--- config.mk ---
export PLATFORM = sky130hd
export DESIGN_NAME = orc_origin_return
export DESIGN_NICKNAME = d
export VERILOG_FILES = /design/src/orc_pkg.sv /design/src/orc_origin_return.sv /design/src/orc_sync.sv
export SDC_FILE = /design/constraint.sdc
export NUM_CORES = 1
export LEC_CHECK = 0
export ABC_CLOCK_PERIOD_IN_PS = 2450
export BUFFER_PORTS_ARGS = -buffer_cell sky130_fd_sc_hd__buf_4
export CORE_ASPECT_RATIO = 0.9
export CORE_MARGIN = 2
export CORE_UTILIZATION = 52
export CTS_CLUSTER_DIAMETER = 120
export DETAILED_ROUTE_END_ITERATION = 6
export PLACE_DENSITY = 0.78
export SYNTH_ARGS = -nofsm -noshare
export SYNTH_HDL_FRONTEND = slang
export SYNTH_HIERARCHICAL = 1
export SYNTH_SLANG_ARGS = --single-unit
--- constraint.sdc ---
create_clock -name sys_clk_i -period 2.45 [get_ports sys_clk_i]
set_clock_uncertainty 0.2 [all_clocks]
set_input_delay 0.49 -clock sys_clk_i [delete_from_list [all_inputs] [get_ports sys_clk_i]]
set_output_delay 0.49 -clock sys_clk_i [all_outputs]
set_load 0.03 [all_outputs]
--- src/orc_pkg.sv ---
package orc_pkg;

  localparam logic [7:0] MODE_HOME_POS = 8'h10;
  localparam logic [7:0] MODE_HOME_NEG = 8'h18;
  localparam logic [7:0] CMD_CONST_LOW = 8'h50;
  localparam logic [7:0] CMD_CONST_HIGH = 8'h51;
  localparam logic [7:0] CMD_HIGH_DECEL = 8'h52;
  localparam logic [7:0] CMD_ACCEL_DECEL = 8'h53;

  localparam int ZCOUNT_W = 4;
  localparam logic [3:0] ZCOUNT_RST = 4'h0;

  // Width of the deviation-clear ON pulse.
  localparam int CLEAR_PULSE_NS = 100;
  localparam int CLK_PERIOD_NS = 5;
  localparam int CLEAR_PULSE_CYC = (CLEAR_PULSE_NS + CLK_PERIOD_NS - 1) / CLK_PERIOD_NS;
  localparam logic [7:0] CLEAR_PULSE_CYC_W = 8'(CLEAR_PULSE_CYC);

  typedef enum logic [4:0] {
    ORC_IDLE = 5'b00001,
    ORC_SEEK = 5'b00010,
    ORC_DECEL = 5'b00100,
    ORC_ZWAIT = 5'b01000,
    ORC_DONE = 5'b10000
  } orc_state_t;

  typedef enum logic [1:0] {
    ORC_SPD_STOP = 2'h0,
    ORC_SPD_LOW = 2'h1,
    ORC_SPD_HIGH = 2'h2,
    ORC_SPD_RAMP = 2'h3
  } orc_speed_t;

endpackage

--- src/orc_origin_return.sv ---
`timescale 1ns/1ps
// Overview of operation
// - Mode 10h positive, 18h negative direction.
// - No Z: accel, decel on origin, stop.
// - No Z, slow-down on and low speed at origin: stop.
// - Z, constant start: stop after Z count.
// - Z, decel start: decel, then low speed.
// - Z count end stops pulses at once.
// - Z count equals setting plus one.
// - Z count end marks completion.
// - Clear pulse on normal completion if enabled.
// - Clear pulse on abnormal stop, not low speed.
// - Trigger plus clear-enable clears counter.
// - Trigger latches counter at origin detection.
// - Counters referenced to origin despite overrun.
// - Stop method: 0 immediate, 1 decelerate.
// - Slow-down action and latch bits govern.
// - Immediate stop: event on Z end decelerating.
// - Decel stop: event on Z end origin decel.
// - Unlatched slow-down: event on Z end.
// - Z count status defaults to setting.
// - Status counts down, reloads at zero.
// - No Z, constant start: stop on origin.
// - Config bit selects Z-phase use.
// - Config bit selects counted Z edge.
// - Config bit sets origin polarity.
module orc_origin_return (
  input wire logic sys_clk_i,
  input wire logic rst_i,
  input wire logic [7:0] operating_mode_code_i,
  input wire logic [7:0] start_cmd_i,
  input wire logic start_i,
  input wire logic abort_i,
  input wire logic use_zphase_i,
  input wire logic zphase_rising_i,
  input wire logic origin_active_high_i,
  input wire logic [orc_pkg::ZCOUNT_W-1:0] zcount_setting_i,
  input wire logic stop_method_sel_i,
  input wire logic slowdown_action_sel_i,
  input wire logic slowdown_latch_en_i,
  input wire logic clear_pulse_on_done_en_i,
  input wire logic clear_pulse_on_error_en_i,
  input wire logic cnt1_origin_trigger_i,
  input wire logic cnt1_clear_en_i,
  input wire logic cnt2_origin_trigger_i,
  input wire logic cnt2_clear_en_i,
  input wire logic at_low_speed_i,
  input wire logic origin_sensor_in_i,
  input wire logic encoder_index_in_i,
  input wire logic slowdown_in_i,
  output logic busy_o,
  output logic direction_neg_o,
  output logic pulse_enable_o,
  output logic [1:0] speed_req_o,
  output logic deviation_clear_out_o,
  output logic cnt1_latch_o,
  output logic cnt1_clear_o,
  output logic cnt2_latch_o,
  output logic cnt2_clear_o,
  output logic zcount_event_flag_o,
  output logic [orc_pkg::ZCOUNT_W-1:0] zcount_status_o,
  output logic done_o,
  output logic error_stop_o
);

  typedef struct packed {
    // Sequencer phase, what the accepted start asked for, and what slowed the run.
    orc_pkg::orc_state_t fsm;
    logic zmode;
    logic decel_start;
    logic ramp_start;
    logic decel_by_origin;
    logic decel_by_slowdown;
    logic slowdown_latched;
    // Previous synced levels, kept for edge detection, and whether the origin edge was seen.
    logic origin_prev;
    logic origin_seen;
    logic index_prev;
    // Everything below except clear_cnt drives an output port directly.
    logic direction_neg;
    logic [1:0] speed;
    logic pulse_en;
    logic [orc_pkg::ZCOUNT_W-1:0] zcount;
    logic [7:0] clear_cnt;
    logic clear_out;
    logic cnt1_latch;
    logic cnt1_clear;
    logic cnt2_latch;
    logic cnt2_clear;
    logic zevent;
    logic done;
    logic err;
  } orc_state_s_t;

  orc_state_s_t state;
  orc_state_s_t next_state;

  logic origin_sync;
  logic index_sync;
  logic slowdown_sync;
  logic origin_on;
  logic index_edge;
  logic origin_edge;
  logic slowdown_on;
  logic start_ok;
  logic zcount_end;
  logic zpulse_ok;
  logic zevent_cause;

  orc_sync #(
    .WIDTH(3)
  ) u_pin_sync (
    .sys_clk_i(sys_clk_i),
    .rst_i(rst_i),
    .async_i({origin_sensor_in_i, encoder_index_in_i, slowdown_in_i}),
    .sync_o({origin_sync, index_sync, slowdown_sync})
  );

  // Both decelerating starts share the origin-edge slow-down path.
  function automatic logic is_decel_cmd(input logic [7:0] cmd);
    is_decel_cmd = (cmd == orc_pkg::CMD_HIGH_DECEL) || (cmd == orc_pkg::CMD_ACCEL_DECEL);
  endfunction

  // Only the two origin return codes start this sequencer; other modes belong elsewhere.
  function automatic logic is_home_mode(input logic [7:0] mode);
    is_home_mode = (mode == orc_pkg::MODE_HOME_POS) || (mode == orc_pkg::MODE_HOME_NEG);
  endfunction

  function automatic logic is_start_cmd(input logic [7:0] cmd);
    is_start_cmd = (cmd >= orc_pkg::CMD_CONST_LOW) && (cmd <= orc_pkg::CMD_ACCEL_DECEL);
  endfunction

  function automatic logic [1:0] speed_for_cmd(input logic [7:0] cmd);
    unique case (cmd)
      orc_pkg::CMD_CONST_LOW: speed_for_cmd = orc_pkg::ORC_SPD_LOW;
      orc_pkg::CMD_CONST_HIGH: speed_for_cmd = orc_pkg::ORC_SPD_HIGH;
      orc_pkg::CMD_HIGH_DECEL: speed_for_cmd = orc_pkg::ORC_SPD_HIGH;
      default: speed_for_cmd = orc_pkg::ORC_SPD_RAMP;
    endcase
  endfunction

  // Completion and abnormal stop arm the same pulse, so its width cannot drift apart.
  function automatic orc_state_s_t arm_clear(input orc_state_s_t s);
    arm_clear = s;
    arm_clear.clear_cnt = orc_pkg::CLEAR_PULSE_CYC_W;
    arm_clear.clear_out = 1'b1;
  endfunction

  always_comb begin
    // Origin and Z-phase polarity selection.
    origin_on = origin_sync ~^ origin_active_high_i;
    origin_edge = origin_on && !state.origin_prev;
    // Both edges come from the same synced copy, so the chosen edge is seen exactly once.
    if (zphase_rising_i) begin
      index_edge = index_sync && !state.index_prev;
    end else begin
      index_edge = !index_sync && state.index_prev;
    end
    slowdown_on = slowdown_sync || state.slowdown_latched;
    start_ok = start_i && is_home_mode(operating_mode_code_i) && is_start_cmd(start_cmd_i);
    // Z pulses count only after the origin edge has been seen.
    zpulse_ok = state.zmode && state.origin_seen && index_edge;
    zcount_end = zpulse_ok && (state.zcount == '0);
    // Event causes only matter while the speed is still above low speed.
    zevent_cause = !stop_method_sel_i || state.decel_by_origin
                || (state.decel_by_slowdown && !slowdown_latch_en_i);

    next_state = state;
    next_state.origin_prev = origin_on;
    next_state.index_prev = index_sync;
    next_state.cnt1_latch = 1'b0;
    next_state.cnt1_clear = 1'b0;
    next_state.cnt2_latch = 1'b0;
    next_state.cnt2_clear = 1'b0;
    next_state.zevent = 1'b0;
    next_state.done = 1'b0;
    next_state.err = 1'b0;
    // The clear pulse runs on its own counter so a new start does not cut it short.
    if (state.clear_cnt != '0) begin
      next_state.clear_cnt = state.clear_cnt - 8'h01;
    end
    next_state.clear_out = (state.clear_cnt > 8'h01);

    // Latch and clear at the origin instant; counters stay origin referenced even on overrun.
    if (state.fsm == orc_pkg::ORC_SEEK && origin_edge) begin
      next_state.cnt1_latch = cnt1_origin_trigger_i;
      next_state.cnt2_latch = cnt2_origin_trigger_i;
      next_state.cnt1_clear = cnt1_origin_trigger_i && cnt1_clear_en_i;
      next_state.cnt2_clear = cnt2_origin_trigger_i && cnt2_clear_en_i;
      next_state.origin_seen = 1'b1;
    end

    // A pulse in idle or done belongs to no run and must not disturb the reloaded status.
    if (zpulse_ok && state.fsm != orc_pkg::ORC_IDLE && state.fsm != orc_pkg::ORC_DONE) begin
      if (state.zcount == '0) begin
        next_state.zcount = zcount_setting_i;
      end else begin
        next_state.zcount = state.zcount - 4'h1;
      end
    end

    if (state.ramp_start && state.speed == orc_pkg::ORC_SPD_RAMP && state.fsm == orc_pkg::ORC_SEEK
        && !state.decel_by_slowdown) begin
      next_state.speed = orc_pkg::ORC_SPD_RAMP;
    end

    if (slowdown_sync && slowdown_latch_en_i && state.pulse_en) begin
      next_state.slowdown_latched = 1'b1;
    end

    unique case (state.fsm)
      orc_pkg::ORC_IDLE: begin
        next_state.zcount = zcount_setting_i;
        next_state.direction_neg = (operating_mode_code_i == orc_pkg::MODE_HOME_NEG);
        if (start_ok) begin
          next_state.fsm = orc_pkg::ORC_SEEK;
          next_state.zmode = use_zphase_i;
          next_state.decel_start = is_decel_cmd(start_cmd_i);
          next_state.ramp_start = (start_cmd_i == orc_pkg::CMD_ACCEL_DECEL);
          next_state.pulse_en = 1'b1;
          next_state.origin_seen = 1'b0;
          next_state.decel_by_origin = 1'b0;
          next_state.decel_by_slowdown = 1'b0;
          next_state.slowdown_latched = 1'b0;
          next_state.speed = speed_for_cmd(start_cmd_i);
        end
      end
      // Running towards the origin; the slow-down pin may already cut the speed.
      orc_pkg::ORC_SEEK: begin
        if (state.decel_start && slowdown_on && !slowdown_action_sel_i) begin
          next_state.speed = orc_pkg::ORC_SPD_LOW;
          next_state.decel_by_slowdown = 1'b1;
        end
        if (origin_edge) begin
          if (!state.decel_start) begin
            if (state.zmode) begin
              next_state.fsm = orc_pkg::ORC_ZWAIT;
            end else begin
              next_state.fsm = orc_pkg::ORC_DONE;
              next_state.pulse_en = 1'b0;
            end
          end else if (!state.zmode && !stop_method_sel_i) begin
            // Immediate stop overruns the origin but counters were referenced at the edge.
            next_state.fsm = orc_pkg::ORC_DONE;
            next_state.pulse_en = 1'b0;
          end else if (!state.zmode && slowdown_on && at_low_speed_i) begin
            next_state.fsm = orc_pkg::ORC_DONE;
            next_state.pulse_en = 1'b0;
          end else begin
            next_state.fsm = orc_pkg::ORC_DECEL;
            next_state.speed = orc_pkg::ORC_SPD_LOW;
            next_state.decel_by_origin = 1'b1;
          end
        end
      end
      // Past the origin and slowing; a Z count end here stops without waiting for low speed.
      orc_pkg::ORC_DECEL: begin
        if (state.zmode) begin
          if (zcount_end) begin
            next_state.fsm = orc_pkg::ORC_DONE;
            next_state.pulse_en = 1'b0;
            if (!at_low_speed_i) begin
              next_state.zevent = zevent_cause;
            end
          end else if (at_low_speed_i) begin
            next_state.fsm = orc_pkg::ORC_ZWAIT;
          end
        end else if (at_low_speed_i) begin
          next_state.fsm = orc_pkg::ORC_DONE;
          next_state.pulse_en = 1'b0;
        end
      end
      // Constant speed until the programmed number of Z pulses has passed.
      orc_pkg::ORC_ZWAIT: begin
        if (zcount_end) begin
          next_state.fsm = orc_pkg::ORC_DONE;
          next_state.pulse_en = 1'b0;
        end
      end
      // Pulses have stopped; report once and return to idle.
      orc_pkg::ORC_DONE: begin
        next_state.fsm = orc_pkg::ORC_IDLE;
        next_state.speed = orc_pkg::ORC_SPD_STOP;
        next_state.done = 1'b1;
        if (clear_pulse_on_done_en_i) begin
          next_state = arm_clear(next_state);
        end
      end
    endcase

    // An abnormal stop overrides any state but idle; the clear pulse is withheld at low speed.
    if (abort_i && state.fsm != orc_pkg::ORC_IDLE) begin
      next_state.fsm = orc_pkg::ORC_IDLE;
      next_state.pulse_en = 1'b0;
      next_state.speed = orc_pkg::ORC_SPD_STOP;
      next_state.zcount = zcount_setting_i;
      next_state.done = 1'b0;
      next_state.err = 1'b1;
      next_state.zevent = 1'b0;
      if (clear_pulse_on_error_en_i && !at_low_speed_i) begin
        next_state = arm_clear(next_state);
      end
    end
  end

  // Reset leaves the status at zero; idle loads the setting on the next edge.
  always_ff @(posedge sys_clk_i) begin
    if (rst_i) begin
      state <= '0;
      state.fsm <= orc_pkg::ORC_IDLE;
      state.zcount <= orc_pkg::ZCOUNT_RST;
    end else begin
      state <= next_state;
    end
  end

  // Every output except busy_o is a copy of a state bit, so none of those can glitch.
  assign busy_o = (state.fsm != orc_pkg::ORC_IDLE);
  assign direction_neg_o = state.direction_neg;
  assign pulse_enable_o = state.pulse_en;
  assign speed_req_o = state.speed;
  assign deviation_clear_out_o = state.clear_out;
  assign cnt1_latch_o = state.cnt1_latch;
  assign cnt1_clear_o = state.cnt1_clear;
  assign cnt2_latch_o = state.cnt2_latch;
  assign cnt2_clear_o = state.cnt2_clear;
  assign zcount_event_flag_o = state.zevent;
  assign zcount_status_o = state.zcount;
  assign done_o = state.done;
  assign error_stop_o = state.err;

endmodule

--- src/orc_sync.sv ---
`timescale 1ns/1ps
module orc_sync #(
  parameter int WIDTH = 2
) (
  input wire logic sys_clk_i,
  input wire logic rst_i,
  input wire logic [WIDTH-1:0] async_i,
  output logic [WIDTH-1:0] sync_o
);

  typedef struct packed {
    logic [WIDTH-1:0] stage1;
    logic [WIDTH-1:0] stage2;
  } orc_sync_state_t;

  orc_sync_state_t state;
  orc_sync_state_t next_state;

  always_comb begin
    next_state.stage1 = async_i;
    next_state.stage2 = state.stage1;
  end

  always_ff @(posedge sys_clk_i) begin
    if (rst_i) begin
      state <= '0;
    end else begin
      state <= next_state;
    end
  end

  assign sync_o = state.stage2;

endmodule

# == Word level (Yosys, flattened, before mapping) ==
# Index checks and enable logic that the tools add are counted.
# word_totals
register_bits,44
input_bits,40
output_inout_bits,17
word_cells,156
# classes
addsub,2
order_cmp,3
n_eq_ne,22
muxes,57
n_bitwise,1
n_reduce_logical,46
# op_table
operator,count
$mux W5,10
$mux W38,1
$eq A8 B7 Y1 const B,4
$mux W16,2
$logic_and A1 B1 Y1,27
$pmux W5 S5,1
$mux W1,19
$eq A8 B5 Y1 const B,2
$mux W13,1
$mux W2,6
$mux W4,3
$pmux W2 S3,2
$mux W11,1
$logic_not A1 Y1,9
$ge A8 B7 Y1 const B,1
$gt A8 B1 Y1 const B,1
$le A8 B7 Y1 const B,1
$mux W8,1
$ne A4 B4 Y1 const B,2
$pmux W1 S2,4
$pmux W4 S2,1
$reduce_bool A8 Y1,1
$sub A8 B1 Y8 const B,1
$mux W3,2
other kinds (23),28

# == Depth between registers and ports, before layout ==
# depth
ltp_word,12
mapped_depth,7
mapped_depth_nobuf,7

# == By module ==
# Netlist, hierarchy kept.
# modules_own_cells
mod,n_inst,cells_per_inst,area_each_um2,seq_area_each_um2
orc_origin_return,1,240,2054.5,740.7
orc_sync,1,12,157.7,120.1

# == Worst setup path before layout ==
# No wires, ideal clock.
# synth_timing
path_kind,register to register
from,register state (netlist bit zcount_status_o[0])
to,register state[34] in the netlist's numbering
setup_ns,0.117
arrival_time_ns,1.688
required_ns,2.133
setup_slack_ns,0.444
path_stages_with_launch,8
path_buffers,0
synth_period_minus_slack_ns,2.006
path_cell_list,dfxtp_1 > inv_1 > ha_1 > nor3b_1 > o2111ai_1 > a41oi_1 > o21bai_2 > a32o_1
# synth_between
elab_chain_len,6
word_cells_on_any_way,9
classes_between,2 x eq/ne; 4 x mux; 3 x reduce/logical
# synth_lines
item,line,text
from (decl),orc_origin_return.sv:95,orc_state_s_t state;
from (signal assigned),orc_origin_return.sv:313,state <= next_state;
$logic_not A4 Y1 *,orc_origin_return.sv:163,zcount_end = zpulse_ok && (state.zcount == '0);
$logic_and A1 B1 Y1 *,orc_origin_return.sv:163,
$mux W5,orc_origin_return.sv:259,if (zcount_end) begin
$mux W5,orc_origin_return.sv:258,if (state.zmode) begin
$pmux W5 S5,orc_origin_return.sv:211,unique case (state.fsm)
$mux W38,orc_origin_return.sv:292,if (abort_i && state.fsm != orc_pkg::ORC_IDLE) begin
# Mark *: on every way between the ends. The rest lies on a longest branch, timed or not.
# A chain may end at the register's enable or synchronous reset.

# == Final worst setup path ==
# layout_timing
from,register state[36] in the netlist's numbering
to,output port busy_o
# layout_between
elab_chain_len,1
# layout_lines
item,line,text
$ne A5 B1 Y1,orc_origin_return.sv:318,assign busy_o = (state.fsm != orc_pkg::ORC_IDLE);
to (decl),orc_origin_return.sv:51,"output logic busy_o,"
# Every way passes these cells.

==> results by group <==
Run status
  – Status: complete, no violations

Floorplan
  – Row cnt: 22
  – DIE WIDTH: 72.75 µm
  – Core area: 4074 µm²
  – # IOs: 57
  – Initial core utilization: 54.30%
  – Die Span Y: 65.88 µm
  – DIE AREA: 4792 µm²

Yosys
  – Most common cell in the netlist: dfxtp_1
  – Synth Instances: 252
  – Post-synthesis register bit count: 43
  – Synth Net Count: 295
  – Sequential area share after synthesis: 38.91%
  – Post-synth EDFFs: 0
  – Synth area leader: dfxtp_1
  – YS warnings: 6
  – Yosys top cell area share: 38.91%
  – Primary FF master, synth: dfxtp_1
  – Synth cell count leaders: dfxtp_1, nor2_1, a21oi_1
  – Async S/R FF share, synth: 0%
  – Area contributors post-synth: dfxtp_1, nor2_1, a21oi_1, nor3_1, nor2b_1
  – Unique masters post-synth: 62
  – Syn Std Cell Area: 2212 µm²
  – Syn avg cell area: 8.778 µm²

Finish
  – Area delta synth->final: 24.60%
  – Layout cells sized above 1: 26.64%
  – Fin util: 67.66%
  – NumNets Final: 346
  – Diodes inserted: 0

CTS
  – CTS H-tree depth: 2
  – Clock-pin slew on the worst setup and hold paths: 0.08 ns
  – Post-cts hold buffer count: 0
  – CTS Root Cell: clkbuf_8
  – Clock sink count: 43
  – Clock latency on the worst-skew pair: 0.30 ns
  – CTS max path bufs: 2
  – Num CTS Buffers: 5
  – CTS tree: yes

Critical path
  – Crit path required time: 1.76 ns
  – Crit path to: busy_o
  – Critical Path Start: state[36]
  – FF-to-FF Start: zcount_status_o[0]
  – Worst path depth: 4
  – Critical path type: reg -> out
  – Worst r2r path cells: 7
  – CP top delay family: simple AND/OR/NAND/NOR gates
  – Worst R2R End: state[34]
  – Worst setup EP type: output pin
  – R2r setup slk: 0.20 ns
  – WP data arrival: 1.59 ns
  – CP cell instances: nor4_4 -> and2_2 -> inv_2 -> buf_4
  – Buf/Inv on CP: 2
  – Crit start category: flop
  – CP max FO: 9
  – CP max-delay cell: dfxtp_1
  – Delay of the slowest critical-path stage: 0.42 ns

Global routing
  – Initial antenna violation count: 0
  – First-pass GRT wire length: 8.362 mm
  – GR Overflow Total: 0
  – Overall Global Routing Usage: 22.68%
  – Vias in the first global route: 1815
  – Largest net degree at the start of global routing: 33

Flow run
  – Max-cap violations: 0

Placement
  – Hpwl dp: 3.795 mm
  – Buffers added on ports: 56
  – Placer Congestion: 0.9229
  – Post-place setup slack: 0.08295 ns

Route
  – Average vias per placed instance: 5.730
  – Per-cell routed wire length: 14.33 µm
  – Total Wirelength: 5.043 mm
  – DR vias: 2017
  – First-pass DRT Iterations: 4
  – Drt initial violations: 262
  – Final antenna-violating net count: 0
  – DRC Markers: 0

STA
  – Max Fclk: 0.4385 GHz
  – Final Cycle Share: 93.09%
  – Final setup TNS: 0 ns
  – Max-slew headroom: 60.05%
  – Max-slew violation count: 0
  – Min cycle time layout: 2.281 ns
  – RSZ-0062 raised after global routing: no
  – Final Hold Fails: 0
  – Worst-Margin Slew: 0.5957 ns
  – Final setup margin: 0.1694 ns
  – Final setup violation count: 0

Power
  – Leakage: 1.189 nW
  – Final Total Pwr: 1.974 mW
  – Worst VDD drop: 0.0004352 V
  – Cell Pwr Density: 716.2 nW/µm²

Worst hold path
  – Hold_sp: cnt2_origin_trigger_i
  – Hold crit path type: in -> reg
through the flow:
stage | cell area, µm² | std cells | hold WS [ns]
final | 2756 | 352 | 0.1927
after global placement | 2616 | 343 | 0.2193
after detailed placement | 2616 | 343 | 0.2269
after CTS | 2749 | 351 | 0.1869
after global routing | 2756 | 352 | 0.1774
after floorplan | 2212 | 252 | 0.2138
repair_timing:
item / 4_1_cts / 5_1_grt
gates resized for setup: 0 / 0
endpoints found under the setup margin: 0 / 1
setup buffers: 0 / 1
cells in the final DEF (no fill, tap or decap), types with 4 or more instances in the layout:
master	n
a211oi_1	5
a21oi_1	15
and2_1	6
and3_1	6
buf_4	58
clkbuf_8	5
dfxtp_1	43
inv_1	8
nand2_1	11
nand2b_1	4
nand3_1	6
nor2_1	24
nor2b_1	10
nor3_1	14
nor3b_1	4
nor4_1	6
o21ai_0	9
xor2_1	6
cell type report:
class,count,area (µm²)
Fill cell,344,1318
Multi-Input combinational cell,186,1234
Sequential cell,43,860.8
Timing Repair Buffer,58,435.4
Clock buffer,6,72.57
Clock inverter,2,60.06
Tap cell,48,60.06
Inverter,9,33.78
logic make-up (layout without fill, tap and decap cells):
family,Yosys count,in the layout,synth area share [%]
simple gates,109,109,28.45
compound gates,60,60,19.57
flops,43,43,38.91
buf+inv,23,75,5.316
xor+xnor,8,8,3.168
mux,6,6,2.885
fa+ha+maj,3,3,1.697
flip-flops by register name, summed over array words and instances, names as in the netlist, 2 cells and up:
name                   cells
state                     21
zcount_status_o            4
u_pin_sync/next_state      3
u_pin_sync/sync_o          3
speed_req_o                2
layer usage:
metal  share of wire [%]  track usage (%)
met3                 6.8            6.860
met4                 2.0            9.954
met5                   0                0
met2                  46            34.77
met1                  45            29.32
worst register-to-register path: stages, from the launching register on:
cell and delay [ns]:
dfxtp_1 0.34, inv_1 0.10, ha_1 0.16, nor3b_1 0.34
o2111ai_1 0.28, a41oi_1 0.31, o21bai_2 0.14, a32o_1 0.27
power by group:
group | switching, mW | internal, mW
combinational | 0.251 | 0.237
clock | 0.245 | 0.407
sequential | 0.0588 | 0.775
how the worst min path moves through the flow:
stage / depth (start not counted) / endpoint
global route: 2 / cnt1_latch_o
global placement: 1 / u_pin_sync/sync_o[0]
floorplan: 1 / u_pin_sync/sync_o[0]
detailed placement: 1 / u_pin_sync/sync_o[1]
CTS: 2 / cnt1_latch_o
finish: 2 / cnt2_latch_o
Note: power is estimated with default switching activity, not from simulation.
